File: config.mk
export PLATFORM = sky130hd
export DESIGN_NAME = cmr_exec
export DESIGN_NICKNAME = d
export VERILOG_FILES = /design/src/hdl/cmr_pkg.sv /design/src/hdl/cmr_decode.sv /design/src/hdl/cmr_exec.sv
export SDC_FILE = /design/constraint.sdc
export NUM_CORES = 1
export LEC_CHECK = 0
export BUFFER_PORTS_ARGS = -buffer_cell sky130_fd_sc_hd__buf_2
export CAP_MARGIN = 25
export CORE_ASPECT_RATIO = 0.5
export CORE_MARGIN = 4
export CORE_UTILIZATION = 42
export CTS_BUF_LIST = sky130_fd_sc_hd__clkbuf_16
export CTS_CLUSTER_DIAMETER = 40
export DETAILED_ROUTE_END_ITERATION = 8
export GPL_ROUTABILITY_DRIVEN = 0
export HOLD_SLACK_MARGIN = 0.06
export PLACE_DENSITY = 0.85
export SKIP_CTS_REPAIR_TIMING = 1
export SYNTH_ARGS = -nofsm -noshare
export SYNTH_HDL_FRONTEND = slang
export SYNTH_SLANG_ARGS = --single-unit
File: constraint.sdc
create_clock -name clk_i -period 3 [get_ports clk_i]
set_input_delay 0.6 -clock clk_i [delete_from_list [all_inputs] [get_ports clk_i]]
set_output_delay 0.6 -clock clk_i [all_outputs]
set_load 0.01 [all_outputs]
File: src/hdl/cmr_pkg.sv
// Package for the move, OR and return execution block of the core.
// Assumes a 14-bit instruction word and 13-bit program counter.
package cmr_pkg;

  // ------------------------------------------------------------------
  // Instruction word layout
  // ------------------------------------------------------------------
  localparam int INSN_W       = 14;
  localparam int FADDR_W      = 7;
  localparam int DATA_W       = 8;
  localparam int PC_W         = 13;
  localparam int DEST_BIT     = 7;
  localparam int GIE_BIT      = 7;

  // Opcode patterns: fixed bits and masks.
  localparam logic [13:0] OP_IOR_MASK  = 14'h3f00;
  localparam logic [13:0] OP_IOR_VAL   = 14'h0400;
  localparam logic [13:0] OP_MOVE_FILE_VALUE_VAL  = 14'h0800;
  localparam logic [13:0] OP_STW_MASK  = 14'h3f80;
  localparam logic [13:0] OP_STW_VAL   = 14'h0080;
  localparam logic [13:0] OP_LIT_MASK  = 14'h3c00;
  localparam logic [13:0] OP_LIT_VAL   = 14'h3000;
  localparam logic [13:0] OP_NOP_MASK  = 14'h3f9f;
  localparam logic [13:0] OP_NOP_VAL   = 14'h0000;
  localparam logic [13:0] OP_RFI_VAL   = 14'h0009;
  localparam logic [13:0] OP_FULL_MASK = 14'h3fff;

  // ------------------------------------------------------------------
  // Reset values
  // ------------------------------------------------------------------
  localparam logic [7:0]  ACCUM_RST    = 8'h00;
  localparam logic [12:0] PC_RST       = 13'h0000;
  localparam logic        ZERO_RST     = 1'b0;

  // Cycles taken by the return-from-interrupt instruction.
  localparam int RFI_CYCLES            = 2;

  typedef struct packed {
    logic [7:0] addr;
    logic [7:0] data;
    logic       we;
  } cmr_file_wr_t;

  typedef struct packed {
    logic or_accum_with_file;
    logic move_file_value;
    logic store_accum_to_file;
    logic load_literal_accum;
    logic no_operation;
    logic return_from_irq;
  } cmr_dec_t;

endpackage : cmr_pkg

File: src/hdl/cmr_decode.sv
// Instruction decoder for the move, OR and return execution block.
// Assumes a stable instruction word on the core clock.
`timescale 1ns/10ps
module cmr_decode
  import cmr_pkg::*;
(
  // Instruction
  input  wire logic [13:0] insn_i,
  // Decoded class
  output cmr_dec_t         dec_o
);

  // ------------------------------------------------------------------
  // Opcode matching
  // ------------------------------------------------------------------
  wire logic is_ior;
  wire logic is_move_file_value;
  wire logic is_stw;
  wire logic is_lit;
  wire logic is_rfi;
  wire logic is_nop;

  assign is_ior  = (insn_i & OP_IOR_MASK) == OP_IOR_VAL;
  assign is_move_file_value = (insn_i & OP_IOR_MASK) == OP_MOVE_FILE_VALUE_VAL;
  assign is_stw  = (insn_i & OP_STW_MASK) == OP_STW_VAL;
  // Unused literal bits are assumed zero by the assembler.
  assign is_lit  = (insn_i & OP_LIT_MASK) == OP_LIT_VAL;
  assign is_rfi  = (insn_i & OP_FULL_MASK) == OP_RFI_VAL;
  assign is_nop  = (insn_i & OP_NOP_MASK) == OP_NOP_VAL;

  assign dec_o.or_accum_with_file  = is_ior;
  assign dec_o.move_file_value     = is_move_file_value;
  assign dec_o.store_accum_to_file = is_stw;
  assign dec_o.load_literal_accum  = is_lit;
  assign dec_o.no_operation        = is_nop;
  assign dec_o.return_from_irq     = is_rfi;

endmodule : cmr_decode

File: src/hdl/cmr_exec.sv
// Execution unit for OR, moves, literal load, no-op and interrupt return.
// Assumes the file register read data is valid in the cycle it is
// addressed, and that the stack top is presented on stack_top_entry_i.
// Assumes the instruction source holds insn_i steady while
// insn_valid_i is high, and that the register file and the interrupt
// control register take their strobes in the cycle they are raised.
`timescale 1ns/10ps
module cmr_exec
  import cmr_pkg::*;
(
  // Clock and reset
  input  wire logic        clk_i,
  input  wire logic        rst_i,
  // Instruction stream
  input  wire logic [13:0] insn_i,
  input  wire logic        insn_valid_i,
  output logic             insn_ready_o,
  // File register read port
  output logic [6:0]       file_raddr_o,
  input  wire logic [7:0]  file_rdata_i,
  // File register write port
  output logic [6:0]       file_waddr_o,
  output logic [7:0]       file_wdata_o,
  output logic             file_we_o,
  // Hardware stack
  input  wire logic [12:0] stack_top_entry_i,
  output logic             stack_pop_o,
  // Interrupt control register, global enable set strobe
  output logic             global_irq_enable_set_o,
  // Core state
  output logic [7:0]       accum_o,
  output logic             zero_flag_o,
  output logic [12:0]      program_counter_o
);

  // ------------------------------------------------------------------
  // State and decode
  // ------------------------------------------------------------------
  typedef enum logic [1:0] {
    ST_RUN = 2'b01,
    ST_RFI = 2'b10
  } cmr_state_t;

  cmr_state_t  state_q;
  cmr_state_t  state_d;
  cmr_dec_t    dec;
  logic [7:0]  accum_q;
  logic [7:0]  accum_d;
  logic        zero_q;
  logic        zero_d;
  logic [12:0] pc_q;
  logic [12:0] pc_d;

  cmr_decode cmr_decode_inst (
    .insn_i (insn_i),
    .dec_o  (dec)
  );

  // ------------------------------------------------------------------
  // Datapath
  // ------------------------------------------------------------------
  wire logic       run_go;
  wire logic       dest_file;
  wire logic [7:0] or_result;
  wire logic [7:0] alu_result;
  wire logic       alu_zero;
  wire logic       uses_alu;
  wire logic       rfi_start;

  assign run_go     = (state_q == ST_RUN) && insn_valid_i;
  assign dest_file  = insn_i[DEST_BIT];
  assign or_result  = accum_q | file_rdata_i;
  // Move-file passes the file value straight through.
  assign alu_result = dec.or_accum_with_file ? or_result : file_rdata_i;
  assign alu_zero   = (alu_result == 8'h00);
  assign uses_alu   = dec.or_accum_with_file | dec.move_file_value;
  assign rfi_start  = run_go && dec.return_from_irq;

  // ------------------------------------------------------------------
  // File register ports
  // ------------------------------------------------------------------
  // The write side travels as one carrier so that address, data and
  // strobe cannot drift apart. The carrier address is one bit wider than
  // the file address in the instruction; its top bit is always zero.
  cmr_file_wr_t file_wr;

  assign file_raddr_o = insn_i[FADDR_W-1:0];
  assign file_wr.addr = {1'b0, insn_i[FADDR_W-1:0]};
  // Write back to file on d = 1 for OR and move-file, or for the store instruction.
  assign file_wr.we   = run_go
                        && ((uses_alu && dest_file)
                            || dec.store_accum_to_file);
  assign file_wr.data = dec.store_accum_to_file ? accum_q : alu_result;

  assign file_waddr_o = file_wr.addr[FADDR_W-1:0];
  assign file_wdata_o = file_wr.data;
  assign file_we_o    = file_wr.we;

  // ------------------------------------------------------------------
  // Handshake and return strobes
  // ------------------------------------------------------------------
  // The instruction is held until the return has used its second cycle.
  assign insn_ready_o = ((state_q == ST_RUN) && !dec.return_from_irq)
                        || (state_q == ST_RFI);

  // Pop and enable happen together in the second cycle of the return.
  // Both come straight from the state register, so they are one-cycle
  // pulses that cannot repeat while the same return word is held.
  assign stack_pop_o             = (state_q == ST_RFI);
  assign global_irq_enable_set_o = (state_q == ST_RFI);

  // ------------------------------------------------------------------
  // Next-value selection
  // ------------------------------------------------------------------
  wire logic        acc_from_alu;
  wire logic        acc_from_lit;
  wire logic        zero_from_alu;
  wire logic        pc_advance;
  wire logic        pc_from_stack;
  wire logic [7:0]  literal_value;
  wire logic [12:0] pc_next_seq;

  // No-op and store fall through to just the increment.
  assign acc_from_alu  = run_go && uses_alu && !dest_file;
  assign acc_from_lit  = run_go && dec.load_literal_accum;
  assign zero_from_alu = run_go && uses_alu;
  assign pc_advance    = run_go && !dec.return_from_irq;
  assign pc_from_stack = (state_q == ST_RFI);
  assign literal_value = insn_i[DATA_W-1:0];
  assign pc_next_seq   = pc_q + 13'h0001;

  // Literal load and ALU write to the accumulator never share a word.
  assign accum_d = acc_from_lit ? literal_value
                   : acc_from_alu ? alu_result
                   : accum_q;
  // Store, literal load, no-op and return leave the zero flag alone.
  assign zero_d  = zero_from_alu ? alu_zero : zero_q;
  // A return takes its address from the stack, never from the increment.
  assign pc_d    = pc_from_stack ? stack_top_entry_i
                   : pc_advance ? pc_next_seq
                   : pc_q;

  // ------------------------------------------------------------------
  // Sequencing
  // ------------------------------------------------------------------
  // A return waits one cycle in ST_RFI; every other word stays in ST_RUN.
  always_comb begin
    state_d = state_q;
    unique case (state_q)
      ST_RUN: begin
        if (rfi_start) begin
          state_d = ST_RFI;
        end
      end
      ST_RFI: begin
        // Flags are not touched during the return.
        state_d = ST_RUN;
      end
      default: begin
        // An illegal code goes back to running rather than locking up.
        state_d = ST_RUN;
      end
    endcase
  end

  // ------------------------------------------------------------------
  // Registers
  // ------------------------------------------------------------------
  // One register per block keeps each reset value next to its use.
  always_ff @(posedge clk_i or posedge rst_i) begin
    if (rst_i) begin
      state_q <= ST_RUN;
    end else begin
      state_q <= state_d;
    end
  end

  always_ff @(posedge clk_i or posedge rst_i) begin
    if (rst_i) begin
      accum_q <= ACCUM_RST;
    end else begin
      accum_q <= accum_d;
    end
  end

  always_ff @(posedge clk_i or posedge rst_i) begin
    if (rst_i) begin
      zero_q <= ZERO_RST;
    end else begin
      zero_q <= zero_d;
    end
  end

  always_ff @(posedge clk_i or posedge rst_i) begin
    if (rst_i) begin
      pc_q <= PC_RST;
    end else begin
      pc_q <= pc_d;
    end
  end

  // ------------------------------------------------------------------
  // Core state outputs
  // ------------------------------------------------------------------
  assign accum_o           = accum_q;
  assign zero_flag_o       = zero_q;
  assign program_counter_o = pc_q;

endmodule : cmr_exec

======== Word level (Yosys, flattened, before mapping) ========
Index checks and enable logic that the tools add are counted.
operators by class
  add/subtract/negate cells ............... 1
  $mul .................................... 0
  divide/modulo/power cells ............... 0
  order comparisons ....................... 0
  eq/ne operators ......................... 8
  shifts and indexed selects .............. 0
  multiplexer cells ....................... 8
  bitwise operators ....................... 2
  reduce and logical (&&, ||, !) cells .... 16
operator list
  kind                                             number
  two-way mux 8 bit                                4
  two-way mux 13 bit                               2
  == test 14 x 4 -> 1 bit (second input constant)  1
  adder 13 x 1 -> 13 bit (second input constant)   1
  logical AND 1 bit                                9
  zero test 8 bit                                  1
  OR 8 bit                                         1
  == test 7 x 1 -> 1 bit (second input constant)   1
  == test 6 x 3 -> 1 bit (second input constant)   1
  == test 6 x 4 -> 1 bit (second input constant)   1
  == test 4 bit (second input constant)            1
  two-way mux 2 bit                                2
  nonzero test 2 bit                               2
  == test 2 x 1 -> 1 bit (second input constant)   1
  == test 2 bit (second input constant)            1
  zero test 1 bit                                  2
  logical OR 1 bit                                 2
  != test 2 bit (second input constant)            1
  OR 1 bit                                         1
storage, ports and cells
  register bits ........................... 24
  bits in latches ......................... 0
  bits in writable memories ............... 0
  bits in read-only memories .............. 0
  output and inout bits ................... 48
  memories kept ........................... 0

======== Logic depth before layout (Yosys ltp) ========
Gate-level depths: netlist of run 1.
  word-level depth ........................ 6
  gate-level depth with buffers ........... 6
  mapped depth without buffers ............ 4

======== Cells and area by module ========
From an unflattened synthesis of run 1, not the netlist that was laid out.
unflattened totals
  cells, all modules ...................... 195
  area total of the unflattened synthesis .. 1700.4 µm²
by module, submodules not included
  module      instances  cells each  area each (µm²)
  cmr_exec    1          176         1569.0
  cmr_decode  1          19          131.4

======== Least setup slack after synthesis of run 1 ========
No wires, ideal clock.
  path type ............................... input to output
  start point ............................. input insn_i[9]
  end point ............................... output file_wdata_o[0]
  data arrival time ....................... 1.927 ns
  slack ................................... 0.473 ns
  cell stages on the path ................. 5
  path through ............................ or4_1 > buf_2 > or2_2 > nand2_1 > a22o_1
between the ends
  word-level cells in the longest chain between the ends .. 3
RTL lines
  what                    RTL line          text
  from (decl)             cmr_exec.sv:15    input wire logic [13:0] insn_i,
  == test 6 x 3 -> 1 bit  cmr_decode.sv:23  assign is_ior = (insn_i & OP_IOR_MASK) == OP_IOR_VAL;
  two-way mux 8 bit       cmr_exec.sv:74    assign alu_result = dec.or_accum_with_file ? or_result : file_rdata_i;
  two-way mux 8 bit (*)   cmr_exec.sv:93    assign file_wr.data = dec.store_accum_to_file ? accum_q : alu_result;
  to (decl)               cmr_exec.sv:23    output logic [7:0] file_wdata_o,
Every way passes the cells marked *; elsewhere a longest branch is shown, timed or not.

======== Final worst setup path of run 1 ========
  start point ............................. input insn_i[9]
  end point ............................... output file_wdata_o[5]
The elaborated chain is that of the path after synthesis.

==> results of run 1 <==
## worst paths after layout
kind	slack, ns	cells past startpoint	endpoint
worst max-delay path	0.31	6	file_wdata_o[5]
worst min-delay path	0.51	2	zero_flag_o$_DFFE_PP0P_
worst max register to register	0.89	4	program_counter_o[7]$_DFFE_PP0P_
worst min register to register	0.51	2	zero_flag_o$_DFFE_PP0P_
max in group asynchronous	1.90	2	program_counter_o[0]$_DFFE_PP0P_
min in group asynchronous	0.54	2	program_counter_o[9]$_DFFE_PP0P_
## report_power, final
part / total, mW / switching (mW) / leakage (nW) / internal (mW)
clock network: 0.285 / 0.107 / 0.0423 / 0.178
logic: 0.326 / 0.179 / 0.648 / 0.146
registers: 0.490 / 0.0964 / 0.289 / 0.393
## stage by stage
step | cell area [µm²] | utilization, % | power, mW | setup WS (ns)
2_1_floorplan | 1615 | - | 0.6614 | 0.4728
3_3_place_gp | 1988 | 55.75 | 0.7969 | 0.3284
3_5_place_dp | 1988 | 55.75 | 0.8215 | 0.3132
4_1_cts | 2067 | 57.96 | 1.110 | 0.3111
5_1_grt | 2067 | 57.96 | 1.175 | 0.2098
6_report | 2067 | 57.96 | 1.101 | 0.3124
## sequential cells by signal, summed over array words and instances, names as in the netlist
register and count:
accum_o 8, zero_flag_o 1, program_counter_o 13, state_q 2
## kinds of logic after synthesis
logic type	Yosys count
simple gates	74
compound gates	50
fa+ha+maj	1
flops	24
mux	2
buf+inv	30
xor+xnor	1
## placed cells by master (no fill, tap or decap), drive strengths merged
master / Yosys / routed
buf: 18 / 88
dfrtp: 23 / 23
nor2: 12 / 12
nand2: 12 / 12
or4: 11 / 11
inv: 9 / 10
o21ai: 10 / 10
nand3: 9 / 9
a31oi: 8 / 8
a22o: 8 / 8
o31ai: 6 / 6
nor4: 5 / 5
nand4: 4 / 4
nand2b: 4 / 4
a22oi: 4 / 4
nor3: 4 / 4
and4: 3 / 3
or3: 3 / 3
o311ai: 3 / 3
a211o: 3 / 3
o221a: 3 / 3
clkbuf: 3 / 3
mux2i: 2 / 2
nor4b: 2 / 2
a21oi: 2 / 2
and3: 2 / 2
and3b: 1 / 1
nand3b: 1 / 1
xnor2: 1 / 1
or2: 1 / 1
a41o: 1 / 1
o32ai: 1 / 1
o211ai: 1 / 1
ha: 1 / 1
dfstp: 1 / 1
## layout make-up
cell class	instances	area, µm²
flip-flops and latches	24	601.8
clock buffers	3	75.07
repair buffers	88	447.9
fillers	316	1499
multi-input cells	128	840.8
well taps	51	63.81
clock inverters	1	3.754
inverters	9	33.78
## per-layer routing
layer	GRT usage, %	wire length [µm]	up-vias
li1	-	-	837
met1	23.59	1818	823
met2	36.13	2394	69
met3	4.335	407	2
met4	3.538	9	0
met5	0	0	-
## tightest hold or removal path, cell delays in order (launching register included)
cell and delay [ns]:
dfrtp_1 0.35, o31ai_1 0.07, o21ai_0 0.06
==> flow_metrics.env, run 1 <==
export IMPL_yosysMostFrequentCell="dfrtp_1"
export IMPL_min_period_ns=2.688
export IMPL_cts_tree="yes"
export IMPL_firstDrtPassIters=4
export IMPL_hpwl_um=3603
export IMPL_status="completed"
export IMPL_grt_total_usage_pct=19.54
export IMPL_yosys_area_share_simple_pct=26.72
export IMPL_core_um2=3566
export IMPL_ys_flop_type="dfrtp_1"
export IMPL_p_leak_nw=0.9798
export IMPL_synth_top_area_share_pct=35.63
export IMPL_synth_seq_area_share_pct=37.26
export IMPL_r2r_start="state_q[0]$_DFFE_PP1P_"
export IMPL_synthesis_nets=221
export IMPL_finalSetupTns_ns=0
export IMPL_yosys_mux_area_fraction_pct=1.239
export IMPL_cp_num_buf_inv=2
export IMPL_clock_skew_final_ns=0.006391
export IMPL_maxSlewViolCount=0
export IMPL_synth_seq_cells=24
export IMPL_overflow=0
export IMPL_die_area_um2=4962
export IMPL_setup_viol=0
export IMPL_rsz0062_at_grt="false"
export IMPL_clk_path_buf_depth=2
export IMPL_io_buffers=85
export IMPL_drive_gt1_share_pct=38.34
export IMPL_hold_class="flop to flop"
export IMPL_crit_type="primary input to output pin"
export IMPL_crit_top_cell="buf_2"
export IMPL_path_delay_family="simple AND/OR/NAND/NOR gates"
export IMPL_cp_slowest_cell="or4_1"
export IMPL_drt_iter0_markers=83
export IMPL_die_w_um=95.71
export IMPL_critPathMaxFanout=8
export IMPL_critPathLaunch="insn_i[9]"
export IMPL_antenna_cells=0
export IMPL_path_clk_slew_ns=0.06
export IMPL_htree_levels=1
export IMPL_end_kind="output pin"
export IMPL_fin_nets=293
export IMPL_pin_count=86
export IMPL_cts_num_sinks=24
export IMPL_wl_per_cell_um=15.23
export IMPL_drc=0
export IMPL_clk_latency_ns=0.26
export IMPL_p_per_area_nw_per_um2=532.4
export IMPL_dr_total_vias=1731
export IMPL_post_route_period_util_pct=89.59
export IMPL_maxCapViolCount=0
export IMPL_syn_to_final_growth_pct=27.96
export IMPL_max_slew_margin_pct=39.23
export IMPL_whs_ns=0.5147
export IMPL_hold_violations=0
export IMPL_via_per_inst=5.694
export IMPL_worstMarginPinSlew_ns=0.9106
export IMPL_synth_xor_area_share_pct=0.5422
export IMPL_async_reset_ff_share_pct=100.0
export IMPL_synth_cell_area_um2=1615
export IMPL_cp_arrival_ns=2.09
export IMPL_fin_cells=304
export IMPL_start_util_pct=45.30
export IMPL_dp_cells=300
export IMPL_antenna_found_initial=0
export IMPL_slowest_delay_ns=0.53
export IMPL_synth_edf_count=0
export IMPL_postSynthCellCount=182
export IMPL_routed_wl_um=4630
export IMPL_cp_cell_sequence="buf_2 > or4_1 > or2_2 > nand2_1 > a22o_1 > buf_2"
export IMPL_max_freq_mhz=372.1
export IMPL_grt_pass1_wl_um=7590
export IMPL_synth_top_family_by_area="simple AND/OR/NAND/NOR gates"
export IMPL_grt_pass1_vias=1631
export IMPL_synth_largest_area_cell="dfrtp_1"
export IMPL_cts_inserted_buffers=3
export IMPL_worstPathRequired_ns=2.40
export IMPL_crit_path_start_kind="primary input"
export IMPL_ys_top_cells_by_count="23 x dfrtp_1, 15 x buf_4, 12 x nand2_1, 12 x nor2_1, 11 x or4_1"
export IMPL_ir_worst_vdd_mv=0.2294
export IMPL_synth_fa_ha_area_share_pct=0.7746
export IMPL_root_buffer="clkbuf_16"
export IMPL_floorplan_rows=15
export IMPL_synth_area_leaders="dfrtp_1 36%, buf_4 7.0%, or4_1 5.1%"
export IMPL_synth_compound_area_share_pct=22.77
export IMPL_die_y_um=51.85
export IMPL_min_delay_start="zero_flag_o$_DFFE_PP0P_"
export IMPL_grt_max_degree=25
export IMPL_ys_types=37
export IMPL_postSynthAreaPerCell_um2=8.875
export IMPL_yosys_warnings=0
export IMPL_route_antenna_remaining_nets=0
Power figures use the tool's default switching activity.
==> run 2, diff against run 1 <==
CORE_ASPECT_RATIO = unset   (was 0.5)
==> run 2 against run 1 <==
Against the previous run:
- die area decreased by 1.2%
- combinational power hardly changed
- flip-flop and latch count is the same
- non-clock buffer count grew 2
- register-to-register slack is essentially flat
- worst setup slack better by 0.023 ns
- total power rose by 0.35%
- clock power hardly changed
- worst hold slack lost 0.30 ns
- critical path type unchanged
- largest cell class unchanged
==> flow_metrics.env, run 2 (synthesized netlist as in run 1, its figures left out) <==
export IMPL_fin_nets=295
export IMPL_hold_class="primary input to asynchronous set/reset pin"
export IMPL_mostFrequentLayoutCell="buf_2"
export IMPL_max_slew_margin_pct=55.96
export IMPL_critPathLaunch="insn_i[9]"
export IMPL_worstPathRequired_ns=2.40
export IMPL_status="completed"
export IMPL_grt_pass1_wl_um=7479
export IMPL_crit_type="primary input to output pin"
export IMPL_r2r_start="state_q[0]$_DFFE_PP1P_"
export IMPL_p_leak_nw=0.9942
export IMPL_overflow=0
export IMPL_multiInputGateArea_um2=840.8
export IMPL_syn_to_final_growth_pct=29.90
export IMPL_maxSlewViolCount=0
export IMPL_cp_arrival_ns=2.06
export IMPL_dr_total_vias=1731
export IMPL_cts_tree="yes"
export IMPL_die_w_um=70.02
export IMPL_die_area_um2=4902
export IMPL_drive_gt1_share_pct=38.82
export IMPL_max_freq_mhz=375.3
export IMPL_p_per_area_nw_per_um2=526.3
export IMPL_pin_count=86
export IMPL_min_period_ns=2.665
export IMPL_hpwl_um=3571
export IMPL_ir_worst_vdd_mv=0.2797
export IMPL_htree_levels=1
export IMPL_r2r_end="program_counter_o[8]$_DFFE_PP0P_"
export IMPL_reg2reg_depth=4
export IMPL_whs_ns=0.2183
export IMPL_worstMarginPinSlew_ns=0.6606
export IMPL_rrSetupSlack_ns=0.88
export IMPL_critPathMaxFanout=8
export IMPL_drc=0
export IMPL_layout_area_seq_um2=601.8
export IMPL_fillers=351
export IMPL_setup_viol=0
export IMPL_drt_iter0_markers=179
export IMPL_routed_wl_um=4522
export IMPL_start_util_pct=43.79
export IMPL_dp_slack_ns=0.3294
export IMPL_cts_inserted_buffers=3
export IMPL_crit_path_start_kind="primary input"
export IMPL_finalSetupTns_ns=0
export IMPL_clk_latency_ns=0.25
export IMPL_hold_violations=0
export IMPL_firstDrtPassIters=4
export IMPL_clock_skew_final_ns=0.001984
export IMPL_antenna_cells=0
export IMPL_critPathCapture="file_wdata_o[2]"
export IMPL_grt_max_degree=25
export IMPL_maxCapViolCount=0
export IMPL_root_buffer="clkbuf_16"
export IMPL_clk_path_buf_depth=2
export IMPL_cts_num_sinks=24
export IMPL_core_um2=3689
export IMPL_largest_reg_flops=13
export IMPL_antenna_found_initial=0
export IMPL_post_route_period_util_pct=88.83
export IMPL_wl_per_cell_um=14.92
export IMPL_route_antenna_remaining_nets=0
export IMPL_io_buffers=85
export IMPL_floorplan_rows=22
export IMPL_grt_pass1_vias=1621
export IMPL_die_y_um=70.02
export IMPL_fin_ws_ns=0.3352
export IMPL_grt_total_usage_pct=18.31
export IMPL_via_per_inst=5.713
export IMPL_end_kind="output pin"
export IMPL_final_cell_mix="85 x buf_2, 23 x dfrtp_1, 12 x nor2_1, 12 x nand2_1, 11 x or4_1"
export IMPL_rsz0062_at_grt="false"
export IMPL_path_clk_slew_ns=0.06
export IMPL_p_total_mw=1.104
==> run 2: cell types whose count changed in the layout (fill, tap and decap cells not counted) <==
cell	before	now
buf_16	0	1
clkinv_1	0	1
buf_4	3	4
inv_1	10	9
==> run 2: metal layers <==
| metal | global-route usage [%] | routed length, µm | part of all wire, % | up-vias |
|---|---|---|---|---|
| met4 | 4.468 | 33 | 0.73 | 0 |
| met1 | 21.73 | 1686 | 37 | 792 |
| met3 | 6.331 | 553 | 12 | 4 |
| met5 | 0 | 0 | 0 | - |
| met2 | 31.58 | 2249 | 50 | 94 |
| li1 | - | - | - | 841 |
==> run 2: worst max-delay path, stage by stage <==
cell     delay (ns)
buf_2          0.10
or4_1          0.54
or2_2          0.32
nand2_1        0.21
a22o_1         0.17
buf_2          0.12
==> run 2: layout make-up <==
cell class              instances  area share, %
clock buffers                   3          3.578
clock inverters                 1         0.1789
inverters                       9          1.610
multi-input cells             128          40.07
flip-flops and latches         24          28.68
well taps                      48          2.862
repair buffers                 90          23.02
==> run 2: worst min path at each step <==
stage          cells past startpoint                     from                 endpoint
6_report                           2                    rst_i   accum_o[3]$_DFFE_PP0P_
5_1_grt                            2                    rst_i   accum_o[3]$_DFFE_PP0P_
4_1_cts                            2  zero_flag_o$_DFFE_PP0P_  zero_flag_o$_DFFE_PP0P_
3_5_place_dp                       2  zero_flag_o$_DFFE_PP0P_  zero_flag_o$_DFFE_PP0P_
3_3_place_gp                       2  zero_flag_o$_DFFE_PP0P_  zero_flag_o$_DFFE_PP0P_
2_1_floorplan                      2  zero_flag_o$_DFFE_PP0P_  zero_flag_o$_DFFE_PP0P_
==> run 2: power breakdown <==
group	leakage (nW)	internal [mW]	switching (mW)	total, mW
sequential	0.289	0.393	0.0957	0.489
combinational	0.666	0.150	0.178	0.329
clock	0.0385	0.178	0.109	0.287
==> run 2: stage by stage <==
stage / instances / area, µm² / util, %
3_5_place_dp: 298 / 1992 / 54.00
2_1_floorplan: 182 / 1615 / -
3_3_place_gp: 298 / 1992 / 54.00
5_1_grt: 303 / 2098 / 56.89
6_report: 303 / 2098 / 56.89
4_1_cts: 302 / 2071 / 56.14
==> run 3, diff against run 2 <==
RECOVER_POWER = 25   (was unset)
==> run 3 against run 2 <==
Against the previous run:
- combinational power decreased by 1%
- total power about the same
- final cell count unchanged
- sequential power about the same
- core utilization shrank 0.64 points
- worst hold slack worse by 0.044 ns
- final area decreased by 1.1%
- critical endpoint unchanged
- highest routed layer unchanged
==> flow_metrics.env, run 3 (synthesized netlist as in run 1, its figures left out) <==
export IMPL_crit_type="primary input to output pin"
export IMPL_drt_iter0_markers=179
export IMPL_root_buffer="clkbuf_16"
export IMPL_overflow=0
export IMPL_largest_reg_flops=13
export IMPL_clockPowerShare_pct=26.3
export IMPL_max_freq_mhz=375.3
export IMPL_maxSlewViolCount=0
export IMPL_hold_class="primary input to asynchronous set/reset pin"
export IMPL_grt_use_met2_pct=31.58
export IMPL_core_um2=3689
export IMPL_cts_inserted_buffers=3
export IMPL_max_slew_margin_pct=10.98
export IMPL_hold_violations=0
export IMPL_r2r_end="program_counter_o[8]$_DFFE_PP0P_"
export IMPL_cp_cell_sequence="buf_2 > or4_1 > or2_2 > nand2_1 > a22o_1 > buf_2"
export IMPL_htree_levels=1
export IMPL_firstDrtPassIters=4
export IMPL_fin_nets=295
export IMPL_via_per_inst=5.710
export IMPL_min_period_ns=2.665
export IMPL_p_total_mw=1.103
export IMPL_cp_slowest_cell="or4_1"
export IMPL_combPwrFrac_pct=29.4
export IMPL_path_clk_slew_ns=0.06
export IMPL_antenna_cells=0
export IMPL_top_usage_layer="met2"
export IMPL_clk_path_buf_depth=2
export IMPL_post_route_period_util_pct=88.83
export IMPL_end_kind="output pin"
export IMPL_critPathMaxFanout=8
export IMPL_routed_wl_um=4525
export IMPL_worstMarginPinSlew_ns=1.335
export IMPL_dr_total_vias=1730
export IMPL_syn_to_final_growth_pct=28.43
export IMPL_clk_latency_ns=0.25
export IMPL_mostFrequentLayoutCell="buf_2"
export IMPL_rrSetupSlack_ns=0.88
export IMPL_grt_max_degree=25
export IMPL_p_per_area_nw_per_um2=531.9
export IMPL_setup_viol=0
export IMPL_rsz0062_at_grt="false"
export IMPL_ir_worst_vdd_mv=0.2821
export IMPL_io_buffers=85
export IMPL_cp_arrival_ns=2.06
export IMPL_slowest_delay_ns=0.54
export IMPL_p_int_mw=0.7183
export IMPL_reg2reg_depth=4
export IMPL_wl_per_cell_um=14.93
export IMPL_die_w_um=70.02
export IMPL_grt_pass1_wl_um=7479
export IMPL_final_cell_mix="85 x buf_2, 23 x dfrtp_1, 12 x nor2_1, 12 x nand2_1, 11 x or4_1"
export IMPL_worstPathRequired_ns=2.40
export IMPL_maxCapViolCount=0
export IMPL_switching_share_pct=34.90
export IMPL_grt_pass1_vias=1621
export IMPL_critPathLaunch="insn_i[9]"
export IMPL_seqPwrFrac_pct=44.3
export IMPL_status="completed"
export IMPL_globalRouteMet3Util_pct=6.331
export IMPL_pin_count=86
export IMPL_route_antenna_remaining_nets=0
export IMPL_floorplan_rows=22
export IMPL_drive_gt1_share_pct=38.43
export IMPL_critPathCapture="file_wdata_o[2]"
export IMPL_die_area_um2=4902
export IMPL_grt_total_usage_pct=18.31
export IMPL_p_leak_nw=0.9827
export IMPL_cts_num_sinks=24
export IMPL_die_y_um=70.02
export IMPL_cts_tree="yes"
export IMPL_antenna_found_initial=0
export IMPL_fin_util_pct=56.24
export IMPL_drc=0
export IMPL_crit_top_cell="buf_2"
export IMPL_start_util_pct=43.79
export IMPL_crit_path_start_kind="primary input"
export IMPL_r2r_start="state_q[0]$_DFFE_PP1P_"
export IMPL_finalSetupTns_ns=0
export IMPL_clock_skew_final_ns=0.001909
export IMPL_met1_usage_pct=21.73
export IMPL_p_sw_mw=0.3851
export IMPL_hpwl_um=3571
run 3: worst min path at each step:
stage | from | endpoint | slack (ns)
finish | rst_i | accum_o[3]$_DFFE_PP0P_ | 0.17
global route | rst_i | accum_o[3]$_DFFE_PP0P_ | 0.18
CTS | zero_flag_o$_DFFE_PP0P_ | zero_flag_o$_DFFE_PP0P_ | 0.53
detailed placement | zero_flag_o$_DFFE_PP0P_ | zero_flag_o$_DFFE_PP0P_ | 0.52
global placement | zero_flag_o$_DFFE_PP0P_ | zero_flag_o$_DFFE_PP0P_ | 0.49
floorplan | zero_flag_o$_DFFE_PP0P_ | zero_flag_o$_DFFE_PP0P_ | 0.54
run 3: per-stage QoR:
stage / hold slack, ns / cells / setup slack [ns] / instance area (µm²)
final: 0.1740 / 303 / 0.3352 / 2074
after global routing: 0.1806 / 303 / 0.2617 / 2074
after CTS: 0.5315 / 302 / 0.3288 / 2071
after detailed placement: 0.5160 / 298 / 0.3294 / 1992
after global placement: 0.4945 / 298 / 0.3548 / 1992
after floorplan: 0.5404 / 182 / 0.4728 / 1615
run 3: worst max-delay path: cells and delay by family:
family / cells / cell delay [ns]
and+or+nand+nor: 3 / 1.07
buffers and inverters: 2 / 0.22
AOI/OAI and AO/OA: 1 / 0.17
run 3: cell type report:
class | instances | area, µm²
Clock buffer | 3 | 75.07
Clock inverter | 1 | 3.754
Multi-Input combinational cell | 128 | 840.8
Tap cell | 48 | 60.06
Timing Repair Buffer | 90 | 459.2
Inverter | 9 | 33.78
Fill cell | 355 | 1614
Sequential cell | 24 | 601.8
run 3: metal layers:
| metal | wire length, µm | vias to the layer above |
|---|---|---|
| li1 | - | 843 |
| met1 | 1682 | 788 |
| met2 | 2250 | 95 |
| met3 | 559 | 4 |
| met4 | 33 | 0 |
| met5 | 0 | - |
run 3: power by group through the flow:
stage	logic (mW)	registers [mW]	clock network, mW
after floorplan	0.156	0.505	0
after global placement	0.317	0.490	0
after detailed placement	0.327	0.493	0
after CTS	0.328	0.487	0.296
after global routing	0.363	0.502	0.306
final	0.325	0.489	0.290
